[src/scbc_pkg.sv]
// Purpose: shared constants and types for the serial channel clocking block
// Assumes: 50 MHz system clock, AXI4-Lite register access
// Notes:   offsets are byte addresses of aligned 32-bit words
package scbc_pkg;
    // register byte offsets
    localparam logic [7:0] OFF_MODE     = 8'h00; // serial_mode_reg
    localparam logic [7:0] OFF_BAUD     = 8'h04; // baud_control_reg
    localparam logic [7:0] OFF_FRAC     = 8'h08; // baud_fraction_reg
    localparam logic [7:0] OFF_CLKCFG   = 8'h0C; // system_clock_config
    localparam logic [7:0] OFF_STATUS   = 8'h10; // live clock status
    localparam logic [7:0] OFF_WAKE     = 8'h14; // wakeup frame test
    // serial_mode_reg fields
    localparam int MODE_LSB   = 0;  // 2-bit frame mode
    localparam int SRC_LSB    = 2;  // 2-bit uart_clock_source
    localparam int PAR_BIT    = 4;  // parity enable
    localparam int DIR_BIT    = 5;  // clock_pin_direction, 1 = input
    // baud_control_reg fields
    localparam int DIV_LSB    = 0;  // 4-bit integer_divisor
    localparam int TAP_LSB    = 4;  // 2-bit prescaler_tap_select
    localparam int FEN_BIT    = 6;  // fraction_enable
    // system_clock_config fields
    localparam int GEAR_LSB   = 0;  // 3-bit clock_gear_select
    localparam int SLOW_BIT   = 3;  // slow clock selected
    // reset values
    localparam logic [5:0] RST_MODE  = 6'h00;
    localparam logic [6:0] RST_BAUD  = 7'h00;
    localparam logic [3:0] RST_FRAC  = 4'h0;
    localparam logic [3:0] RST_CLK   = 4'h0;
    // external clock minimum periods in system clocks, then oversampling, prescaler width and largest gear
    localparam int EXT_MIN_ASYNC = 4;
    localparam int EXT_MIN_SYNC  = 16;
    localparam int OVERSAMPLE    = 16;
    localparam int PRESC_BITS    = 6;
    localparam int GEAR_MAX      = 4;

    typedef enum logic [1:0] {SCBC_SHIFT, SCBC_ASYNC7, SCBC_ASYNC8, SCBC_ASYNC9} scbc_mode_e;
    typedef enum logic [1:0] {SCBC_SRC_BRG, SCBC_SRC_IO, SCBC_SRC_TMR, SCBC_SRC_EXT} scbc_src_e;

    typedef struct packed {
        logic [1:0] tap;
        logic       fen;
        logic [3:0] n;
        logic [3:0] k;
    } scbc_baud_s;
endpackage

[src/scbc_presc.sv]
// Purpose: gear divider and 6-bit prescaler producing the four tap strobes
// Assumes: gear value above the largest legal one acts as the largest
// Notes:   strobes are one system clock wide
`timescale 1ns/10ps
module scbc_presc (
    input  wire logic       clk,
    input  wire logic       sys_rst,
    input  wire logic [2:0] gear,
    input  wire logic       slow_sel,
    input  wire logic       slow_tick,
    output logic      [3:0] taps
);
    logic [3:0]                      gear_cnt_q;
    logic [scbc_pkg::PRESC_BITS-1:0] presc_q;
    logic [3:0]                      taps_q;
    logic [2:0]                      gear_eff;
    logic [3:0]                      gear_mask;
    logic                            gear_tick;
    logic                            base_tick;
    logic [scbc_pkg::PRESC_BITS-1:0] presc_nx;
    logic [2:0]                      pre_q;

    // gear divides by 2^gear; slow clock bypasses the gear
    assign gear_eff  = (gear > 3'(scbc_pkg::GEAR_MAX)) ? 3'(scbc_pkg::GEAR_MAX) : gear;
    assign gear_mask = 4'((5'h01 << gear_eff) - 5'h01);
    assign gear_tick = ((gear_cnt_q & gear_mask) == gear_mask);
    assign base_tick = slow_sel ? slow_tick : gear_tick;
    assign presc_nx  = presc_q + 6'h01;

    // tap0 = /8, tap2 = /32, tap8 = /128, tap32 = /512 of base
    always_ff @(posedge clk)
    begin
        if (sys_rst)
        begin
            gear_cnt_q <= 4'h0;
            presc_q    <= 6'h00;
            taps_q     <= 4'h0;
        end
        else
        begin
            gear_cnt_q <= gear_cnt_q + 4'h1;
            taps_q     <= 4'h0;
            if (base_tick && pre_q == 3'h7)
            begin
                presc_q <= presc_nx; // one step per 8 base ticks
                taps_q  <= {presc_q[5:0] == 6'h3F, presc_q[3:0] == 4'hF,
                            presc_q[1:0] == 2'h3, 1'b1};
            end
        end
    end

    // a further /8 ahead of the prescaler gives the tap ratios
    always_ff @(posedge clk)
    begin
        if (sys_rst)
            pre_q <= 3'h0;
        else if (base_tick)
            pre_q <= pre_q + 3'h1;
    end
    assign taps = taps_q;
endmodule

[src/scbc_brg.sv]
// Purpose: baud divider with integer N and N + (16-K)/16 fractional mode
// Assumes: input strobe one cycle wide
// Notes:   fractional stretch spread by a phase accumulator
`timescale 1ns/10ps
module scbc_brg (
    input  wire logic                 clk,
    input  wire logic                 sys_rst,
    input  wire logic                 in_tick,
    input  wire scbc_pkg::scbc_baud_s cfg,
    input  wire logic                 frac_ok,
    output logic                      out_tick
);
    logic [4:0] cnt_q;
    logic [3:0] acc_q;
    logic       out_q;
    logic       stretch_q;
    logic [4:0] n_full;
    logic [4:0] limit;
    logic [4:0] acc_sum;

    // field 0 means divide by 16
    assign n_full  = (cfg.n == 4'h0) ? 5'd16 : {1'b0, cfg.n};
    // extra input clock in the period after the accumulator wraps
    assign limit   = stretch_q ? n_full : n_full - 5'd1;
    assign acc_sum = {1'b0, acc_q} + (5'd16 - {1'b0, cfg.k});

    // integer when fraction off, fraction ignored
    always_ff @(posedge clk)
    begin
        if (sys_rst)
        begin
            cnt_q     <= 5'd0;
            acc_q     <= 4'h0;
            out_q     <= 1'b0;
            stretch_q <= 1'b0;
        end
        else
        begin
            out_q <= 1'b0;
            if (in_tick)
            begin
                if (cnt_q >= limit)
                begin
                    cnt_q <= 5'd0;
                    out_q <= 1'b1;
                    if (cfg.fen && frac_ok)
                    begin
                        acc_q     <= acc_sum[3:0];
                        stretch_q <= acc_sum[4];
                    end
                    else
                    begin
                        acc_q     <= 4'h0;
                        stretch_q <= 1'b0;
                    end
                end
                else
                    cnt_q <= cnt_q + 5'd1;
            end
        end
    end
    assign out_tick = out_q;
endmodule

[src/scbc_top.sv]
// What this block does
// - shift mode 0 or asynchronous modes 1-3 of 7, 8, 9 data bits.
// - parity may be appended in 7 and 8 bit modes, never in 9 bit.
// - 9 bit mode offers wakeup of selected slaves on a shared link.
// - in 9 bit mode bit 8 high marks address, low marks data.
// - a 6-bit prescaler shared with timers feeds the baud generator.
// - a 2-bit field picks tap0, tap2, tap8 or tap32.
// - taps are base clock divided by 8, 32, 128 and 512.
// - divider supports divide by 1, integer N to 16, or N+(16-K)/16.
// - fraction disabled gives integer divide by N, fraction field ignored.
// - fraction enabled divides by N+(16-K)/16, N 2..15, K 1..15.
// - bit rate is generator output over 16 async, over 2 shift.
// - external clock async gives rate /16, period at least 4 clocks.
// - external clock in shift mode gives rate equal, period at least 16.
// - async clock source picks generator, io clock, timer match, or pin.
// - shift mode with output pin halves generator output as shift clock.
// Purpose: clocking and mode control of one serial channel, AXI4-Lite slave
// Assumes: pin and trigger inputs synchronous to clk
// Notes:   emits bit-rate strobes and the shift clock level
//
// Decided for this implementation: register access over AXI4-Lite and the placing of the registers.
`timescale 1ns/10ps
module scbc_top (
    input  wire logic        clk,
    input  wire logic        sys_rst,
    input  wire logic [7:0]  s_axi_awaddr,
    input  wire logic        s_axi_awvalid,
    output logic             s_axi_awready,
    input  wire logic [31:0] s_axi_wdata,
    input  wire logic [3:0]  s_axi_wstrb,
    input  wire logic        s_axi_wvalid,
    output logic             s_axi_wready,
    output logic [1:0]       s_axi_bresp,
    output logic             s_axi_bvalid,
    input  wire logic        s_axi_bready,
    input  wire logic [7:0]  s_axi_araddr,
    input  wire logic        s_axi_arvalid,
    output logic             s_axi_arready,
    output logic [31:0]      s_axi_rdata,
    output logic [1:0]       s_axi_rresp,
    output logic             s_axi_rvalid,
    input  wire logic        s_axi_rready,
    input  wire logic        slow_tick,
    input  wire logic        io_clk_tick,
    input  wire logic        timer_match_trigger,
    input  wire logic        shift_clock_pin_zero_i,
    output logic             shift_clock_pin_zero_o,
    output logic             shift_clock_pin_zero_oe,
    output logic             sample_tick,
    output logic             bit_tick,
    output logic [1:0]       frame_mode,
    output logic [3:0]       frame_data_bits,
    output logic             parity_active,
    output logic             wakeup_active
);
    logic [5:0]           mode_q;
    scbc_pkg::scbc_baud_s baud_q;
    logic [3:0]           clkcfg_q;
    logic [8:0]           wake_q;
    logic                 ext_err_q;
    logic                 aw_got_q;
    logic                 w_got_q;
    logic [7:0]           awaddr_q;
    logic [31:0]          wdata_q;
    logic                 bvalid_q;
    logic [1:0]           bresp_q;
    logic                 rvalid_q;
    logic [31:0]          rdata_q;
    logic [1:0]           rresp_q;
    logic [3:0]           taps;
    logic                 tap_sel;
    logic                 brg_tick;
    logic                 pin_q;
    logic                 pin_rise;
    logic [4:0]           ext_cnt_q;
    logic [3:0]           os_cnt_q;
    logic                 half_q;
    logic                 sclk_q;
    logic                 sample_q;
    logic                 bit_q;
    scbc_pkg::scbc_mode_e mode;
    scbc_pkg::scbc_src_e  src;
    logic                 is_shift;
    logic                 pin_in;
    logic                 frac_ok;
    logic                 clk_src_tick;
    logic                 ext_min_ok;
    logic [4:0]           ext_min;
    logic                 do_write;
    logic [7:0]           w_addr;
    logic [31:0]          w_data;

    // register map helper: true when addr hits a mapped word
    function automatic logic mapped(input logic [7:0] a);
        mapped = (a == scbc_pkg::OFF_MODE) || (a == scbc_pkg::OFF_BAUD) ||
                 (a == scbc_pkg::OFF_FRAC) || (a == scbc_pkg::OFF_CLKCFG) ||
                 (a == scbc_pkg::OFF_STATUS) || (a == scbc_pkg::OFF_WAKE);
    endfunction

    // mode and source decode
    assign mode     = scbc_pkg::scbc_mode_e'(mode_q[scbc_pkg::MODE_LSB +: 2]);
    assign src      = scbc_pkg::scbc_src_e'(mode_q[scbc_pkg::SRC_LSB +: 2]);
    assign is_shift = (mode == scbc_pkg::SCBC_SHIFT);
    assign pin_in   = mode_q[scbc_pkg::DIR_BIT];
    // fraction honoured only async with N in 2..15; guards against misuse
    assign frac_ok  = !is_shift && (baud_q.n > 4'h1);

    // frame shape outputs
    assign frame_mode      = mode_q[scbc_pkg::MODE_LSB +: 2];
    assign frame_data_bits = is_shift ? 4'd8 :
                             (mode == scbc_pkg::SCBC_ASYNC7) ? 4'd7 :
                             (mode == scbc_pkg::SCBC_ASYNC8) ? 4'd8 : 4'd9;
    assign parity_active   = mode_q[scbc_pkg::PAR_BIT] &&
                             ((mode == scbc_pkg::SCBC_ASYNC7) ||
                              (mode == scbc_pkg::SCBC_ASYNC8));
    assign wakeup_active   = (mode == scbc_pkg::SCBC_ASYNC9);

    scbc_presc u_presc (
        .clk       (clk),
        .sys_rst   (sys_rst),
        .gear      (clkcfg_q[scbc_pkg::GEAR_LSB +: 3]),
        .slow_sel  (clkcfg_q[scbc_pkg::SLOW_BIT]),
        .slow_tick (slow_tick),
        .taps      (taps)
    );

    // one of four taps drives the generator
    assign tap_sel = taps[baud_q.tap];

    scbc_brg u_brg (
        .clk      (clk),
        .sys_rst  (sys_rst),
        .in_tick  (tap_sel),
        .cfg      (baud_q),
        .frac_ok  (frac_ok),
        .out_tick (brg_tick)
    );

    // external pin edge and minimum period
    assign pin_rise   = shift_clock_pin_zero_i && !pin_q;
    assign ext_min    = is_shift ? 5'(scbc_pkg::EXT_MIN_SYNC) : 5'(scbc_pkg::EXT_MIN_ASYNC);
    assign ext_min_ok = (ext_cnt_q >= ext_min - 5'd1);
    always_ff @(posedge clk)
    begin
        if (sys_rst)
        begin
            pin_q     <= 1'b1;
            ext_cnt_q <= 5'd0;
            ext_err_q <= 1'b0;
        end
        else
        begin
            pin_q <= shift_clock_pin_zero_i;
            if (pin_rise)
                ext_cnt_q <= 5'd0;
            else if (ext_cnt_q != 5'h1F)
                ext_cnt_q <= ext_cnt_q + 5'd1;
            // sticky; set wins over a software clear in the same cycle
            if (pin_rise && !ext_min_ok && (pin_in || src == scbc_pkg::SCBC_SRC_EXT))
                ext_err_q <= 1'b1;
            else if (do_write && w_addr == scbc_pkg::OFF_STATUS && w_data[0])
                ext_err_q <= 1'b0;
        end
    end

    // async basic clock source; timer match only meaningful here
    always_comb
    begin
        case (src)
            scbc_pkg::SCBC_SRC_BRG: clk_src_tick = brg_tick;
            scbc_pkg::SCBC_SRC_IO:  clk_src_tick = io_clk_tick;
            scbc_pkg::SCBC_SRC_TMR: clk_src_tick = timer_match_trigger;
            scbc_pkg::SCBC_SRC_EXT: clk_src_tick = pin_rise;
            default:                clk_src_tick = brg_tick;
        endcase
    end

    // bit rate: async /16 of source, shift /2 of generator or one per pin edge
    always_ff @(posedge clk)
    begin
        if (sys_rst)
        begin
            os_cnt_q <= 4'h0;
            half_q   <= 1'b0;
            sclk_q   <= 1'b1;
            sample_q <= 1'b0;
            bit_q    <= 1'b0;
        end
        else
        begin
            sample_q <= 1'b0;
            bit_q    <= 1'b0;
            if (!is_shift)
            begin
                if (clk_src_tick)
                begin
                    sample_q <= 1'b1;
                    os_cnt_q <= os_cnt_q + 4'h1;
                    bit_q    <= (os_cnt_q == 4'(scbc_pkg::OVERSAMPLE - 1));
                end
            end
            else if (pin_in)
                bit_q <= pin_rise; // one bit per external edge
            else if (brg_tick)
            begin
                half_q <= !half_q;
                sclk_q <= !sclk_q; // shift clock toggles, full period = 2 ticks
                bit_q  <= half_q;
            end
        end
    end

    assign sample_tick             = sample_q;
    assign bit_tick                = bit_q;
    assign shift_clock_pin_zero_o  = sclk_q;
    assign shift_clock_pin_zero_oe = is_shift && !pin_in;

    // AXI write: address and data taken in either order
    assign s_axi_awready = !aw_got_q && !bvalid_q;
    assign s_axi_wready  = !w_got_q && !bvalid_q;
    assign w_addr   = (s_axi_awvalid && s_axi_awready) ? s_axi_awaddr : awaddr_q;
    assign w_data   = (s_axi_wvalid && s_axi_wready) ? s_axi_wdata : wdata_q;
    assign do_write = (aw_got_q || (s_axi_awvalid && s_axi_awready)) &&
                      (w_got_q || (s_axi_wvalid && s_axi_wready)) && !bvalid_q;

    always_ff @(posedge clk)
    begin
        if (sys_rst)
        begin
            aw_got_q <= 1'b0;
            w_got_q  <= 1'b0;
            awaddr_q <= 8'h00;
            wdata_q  <= 32'h0000_0000;
            bvalid_q <= 1'b0;
            bresp_q  <= 2'h0;
            mode_q   <= scbc_pkg::RST_MODE;
            baud_q   <= {scbc_pkg::RST_BAUD, scbc_pkg::RST_FRAC};
            clkcfg_q <= scbc_pkg::RST_CLK;
            wake_q   <= 9'h000;
        end
        else
        begin
            if (s_axi_awvalid && s_axi_awready)
            begin
                aw_got_q <= 1'b1;
                awaddr_q <= s_axi_awaddr;
            end
            if (s_axi_wvalid && s_axi_wready)
            begin
                w_got_q <= 1'b1;
                wdata_q <= s_axi_wdata;
            end
            if (do_write)
            begin
                aw_got_q <= 1'b0;
                w_got_q  <= 1'b0;
                bvalid_q <= 1'b1;
                bresp_q  <= mapped(w_addr) ? 2'h0 : 2'h2;
                if (s_axi_wstrb[0] || s_axi_wstrb == 4'h0 || w_got_q)
                begin
                    case (w_addr)
                        scbc_pkg::OFF_MODE:   mode_q   <= w_data[5:0];
                        scbc_pkg::OFF_BAUD:   {baud_q.fen, baud_q.tap, baud_q.n} <= w_data[6:0];
                        scbc_pkg::OFF_FRAC:   baud_q.k <= w_data[3:0];
                        scbc_pkg::OFF_CLKCFG: clkcfg_q <= w_data[3:0];
                        scbc_pkg::OFF_WAKE:   wake_q   <= {w_data[8], w_data[7:0]};
                        default:              ;
                    endcase
                end
            end
            else if (bvalid_q && s_axi_bready)
                bvalid_q <= 1'b0;
        end
    end
    assign s_axi_bvalid = bvalid_q;
    assign s_axi_bresp  = bresp_q;

    // AXI read; status shows live clock state, wake word shows frame class
    assign s_axi_arready = !rvalid_q;
    always_ff @(posedge clk)
    begin
        if (sys_rst)
        begin
            rvalid_q <= 1'b0;
            rdata_q  <= 32'h0000_0000;
            rresp_q  <= 2'h0;
        end
        else if (s_axi_arvalid && s_axi_arready)
        begin
            rvalid_q <= 1'b1;
            rresp_q  <= mapped(s_axi_araddr) ? 2'h0 : 2'h2;
            case (s_axi_araddr)
                scbc_pkg::OFF_MODE:   rdata_q <= {26'h0, mode_q};
                scbc_pkg::OFF_BAUD:   rdata_q <= {25'h0, baud_q.fen, baud_q.tap, baud_q.n};
                scbc_pkg::OFF_FRAC:   rdata_q <= {28'h0, baud_q.k};
                scbc_pkg::OFF_CLKCFG: rdata_q <= {28'h0, clkcfg_q};
                scbc_pkg::OFF_STATUS: rdata_q <= {26'h0, wakeup_active, parity_active,
                                                  sclk_q, os_cnt_q == 4'h0, frac_ok, ext_err_q};
                scbc_pkg::OFF_WAKE:   rdata_q <= {22'h0, wake_q[8] && wakeup_active,
                                                  wake_q};
                default:              rdata_q <= 32'h0000_0000;
            endcase
        end
        else if (rvalid_q && s_axi_rready)
            rvalid_q <= 1'b0;
    end
    assign s_axi_rvalid = rvalid_q;
    assign s_axi_rdata  = rdata_q;
    assign s_axi_rresp  = rresp_q;
endmodule

[config.mk]
export PLATFORM = sky130hd
export DESIGN_NAME = scbc_top
export DESIGN_NICKNAME = d
export VERILOG_FILES = /design/src/scbc_pkg.sv /design/src/scbc_presc.sv /design/src/scbc_brg.sv /design/src/scbc_top.sv
export SDC_FILE = /design/constraint.sdc
export NUM_CORES = 1
export LEC_CHECK = 0
export ABC_CLOCK_PERIOD_IN_PS = 2700
export BUFFER_PORTS_ARGS = -buffer_cell sky130_fd_sc_hd__buf_2
export CAP_MARGIN = 15
export CORE_AREA = 2 2 86 129
export DETAILED_ROUTE_END_ITERATION = 8
export DIE_AREA = 0 0 88 131
export HOLD_SLACK_MARGIN = 0.08
export PLACE_DENSITY = 0.75
export SLEW_MARGIN = 20
export SYNTH_ARGS = -nofsm -noshare
export SYNTH_HDL_FRONTEND = slang
export SYNTH_HIERARCHICAL = 1
export SYNTH_SLANG_ARGS = --single-unit
[constraint.sdc]
create_clock -name clk -period 2.7 [get_ports clk]
set_input_delay 0.54 -clock clk [delete_from_list [all_inputs] [get_ports clk]]
set_output_delay 0.54 -clock clk [all_outputs]
set_load 0.05 [all_outputs]
==> results by group <==
Synthesis
  • Post-synth top area cell: dfxtp_1
  • Primary FF master, synth: dfxtp_1
  • Largest cells by area after synthesis: dfxtp_1 (39%), mux2_2 (7.2%), ha_1 (6.1%)
  • Most frequent cells after synthesis: dfxtp_1 (106), nor2_1 (53), nor2b_1 (41), nand2_1 (38), mux2_2 (35)
  • Synth warn: 6
  • Post-synth EDFFs: 0
  • Gate Count Post-Synth: 579
  • Library cells used by synthesis: 63
  • Synth top area share: 38.6%
  • Yosys reg bits: 106
  • Synthesized area per cell: 9.49 µm²
  • Most common cell in the netlist: dfxtp_1
  • Synthesized area: 5490 µm²
  • Ys async rst share: 0%
  • Seq/Total Area, Yosys: 38.6%

Floorplanning
  • Top-Level Pins: 116
  • Core area: 10400 µm²
  • Die Y: 131 µm
  • Die ar.: 11500 µm²
  • Initial core utilization: 52.7%
  • Die X: 88 µm
  • Std-Cell Rows: 46

Worst hold path
  • Hold Startpoint: s_axi_rready
  • Worst Hold Class: input port to register
  • Hold Path Depth: 2

Power and ir drop
  • Pwr per Cell Area: 542 nW/µm²
  • Lkg Pwr: 2.67 nW
  • Total chip power: 3.36 mW
  • Peak VDD IR: 0.287 mV

STA
  • Achievable Freq: 443 MHz
  • Final worst-path cycle share: 83.6%
  • Worst Skew: 0.0101 ns
  • Setup TNS: 0 ns
  • Pins Over Slew Limit: 0
  • Post-layout min period: 2.26 ns
  • Worst Tran Pin Value: 0.658 ns
  • Final hold viol count: 0
  • Final worst slack: 0.444 ns
  • # setup viols final: 0
  • Slew Limit Headroom: 56.1%
  • RSZ-0062 raised after global routing: false
  • Worst hold margin: 0.371 ns

Worst setup path
  • Critical path type: register to register
  • RR Endpoint: u_brg/out_tick
  • Crit Reg-Reg Startpoint: baud_q[5]
  • CP max FO: 6
  • Critical Path RT: 2.91 ns
  • Worst path max stage delay: 0.44 ns
  • CP Launch Point: baud_q[5]
  • Crit end category: register
  • Worst R2R Path Depth: 10
  • Slowest CP cell: dfxtp_1
  • Crit path to: u_brg/out_tick
  • Worst path cell trace: inv_1 -> ha_1 -> nor2b_1 -> xnor2_1 -> ha_1 -> a21o_1 -> a31oi_2 -> o21ai_2 -> buf_4 -> nor2b_1
  • Crit path DAT: 2.46 ns
  • Startpoint types: register
  • R2R setup slack: 0.44 ns

Placed design
  • Dpl cells: 780
  • Placer Congestion: 0.864
  • Port Buffers: 68
  • Setup WS pre-CTS: 0.245 ns
  • Detailed placer's ending HPWL: 8910 µm

Flow run
  • Maxcap violations: 0

GRT
  • Largest net degree at the start of global routing: 66
  • Tot GR Track Use: 20.7%
  • Initial antenna violation count: 0
  • Vias in the first global route: 4053
  • Global-route wire length before repair: 18700 µm
  • Overflow after GRT: 0

Routing
  • Post-Route WL: 11800 µm
  • DR DRC count: 0
  • DR pass1 iterations: 4
  • Drt first-iter violations: 204
  • Vias after detailed routing: 4182
  • Routed Antenna Nets: 0
  • Drt wl/cell: 14.8 µm
  • Vias/cell: 5.25

Layout
  • Final nets: 738
  • Area delta synth->final: 12.8%
  • Ant. Diodes: 0
  • Non-Filler Instances: 796
  • Share of layout cells above drive strength 1: 23.9%

Clocking
  • CTS root buffer: clkbuf_16
  • Post-CTS Setup Bufs: 0
  • Hold buffers post-CTS: 0
  • Worst-Skew Late Latency: 0.35 ns
  • CTS max path bufs: 2
  • CTS tree: built
  • Clock H-tree levels: 3
  • Clk sinks: 106
  • Num CTS Buffers: 9
  • Post-CTS resize count: 0
  • Clock-pin slew on the worst setup and hold paths: 0.07 ns

Status
  • Status: finished, final reports clean
-- layout make-up --
cell class | instances | area, µm²
clock buffers | 9 | 225
clock inverters | 7 | 58.8
fillers | 898 | 4220
inverters | 20 | 75.1
multi-input cells | 428 | 3090
flip-flops and latches | 106 | 2120
well taps | 144 | 180
repair buffers | 82 | 448
-- per-layer routing --
metal | global-route usage, % | wire, µm
met1 | 23.1 | 4800
met2 | 37.7 | 6170
met3 | 4.52 | 557
met4 | 7.87 | 271
met5 | 0 | 0
-- cell families (layout without fill, tap and decap cells) --
kind of cell               count (synthesis)  after routing  synth area share [%]
AOI/OAI and AO/OA                         67             67                  8.79
xor gates and xnor gates                  17             17                  2.71
adders and majority gates                 28             28                  6.51
buffers and inverters                     68            118                  6.85
DFF                                      106            106                  38.6
muxes                                     67             67                  14.4
other                                      1             24                0.0683
and+or+nand+nor                          225            225                  22.1
-- through the flow --
stage          utilization (%)  area, µm²
5_1_grt                   59.5       6200
3_5_place_dp              56.7       5910
4_1_cts                   59.5       6200
2_1_floorplan                -       5580
3_3_place_gp              56.7       5910
6_report                  59.5       6200
-- cell usage in the layout, fill, tap and decap left out, types with 15 or more instances in the layout --
| cell type | count |
|---|---|
| nand2_1 | 38 |
| conb_1 | 24 |
| nand3_1 | 20 |
| dfxtp_1 | 106 |
| inv_1 | 20 |
| mux2i_1 | 26 |
| mux2_2 | 35 |
| buf_4 | 15 |
| a21oi_1 | 31 |
| ha_1 | 27 |
| buf_2 | 67 |
| nor2b_1 | 41 |
| nor2_1 | 53 |
-- flip-flops by register name (all words and copies together) (netlist names), 3 cells and up --
name                flops
baud_q                 11
s_axi_rdata            10
wake_q                  9
wdata_q                 9
awaddr_q                8
mode_q                  6
u_presc/presc_q         6
ext_cnt_q               5
u_brg/cnt_q             5
clkcfg_q                4
os_cnt_q                4
u_brg/acc_q             4
u_presc/gear_cnt_q      4
u_presc/taps            4
u_presc/pre_q           3
-- worst max-delay path: cells and delay by family, from the launching register on --
kind	cells	cell delay, ns
AO/OA/AOI/OAI	3	0.42
XOR/XNOR	1	0.22
adder cells (fa/ha/maj)	2	0.48
buffers and inverters	2	0.28
flip-flops	1	0.44
AND/OR/NAND/NOR	2	0.27
-- worst min-delay path by stage --
| stage | slack, ns | to |
|---|---|---|
| 2_1_floorplan | 0.44 | awaddr_q[7] |
| 3_3_place_gp | 0.44 | s_axi_rdata[6] |
| 3_5_place_dp | 0.44 | s_axi_rdata[9] |
| 4_1_cts | 0.36 | s_axi_rvalid |
| 5_1_grt | 0.37 | s_axi_rvalid |
| 6_report | 0.37 | s_axi_rvalid |
-- power breakdown --
group	total [mW]	internal, mW	leakage [nW]	switching, mW
registers	1.64	1.61	0.860	0.0354
clock network	1.26	0.644	0.144	0.614
logic	0.453	0.138	1.66	0.315
total	3.36	2.39	2.67	0.965
Power figures use the tool's default switching activity.
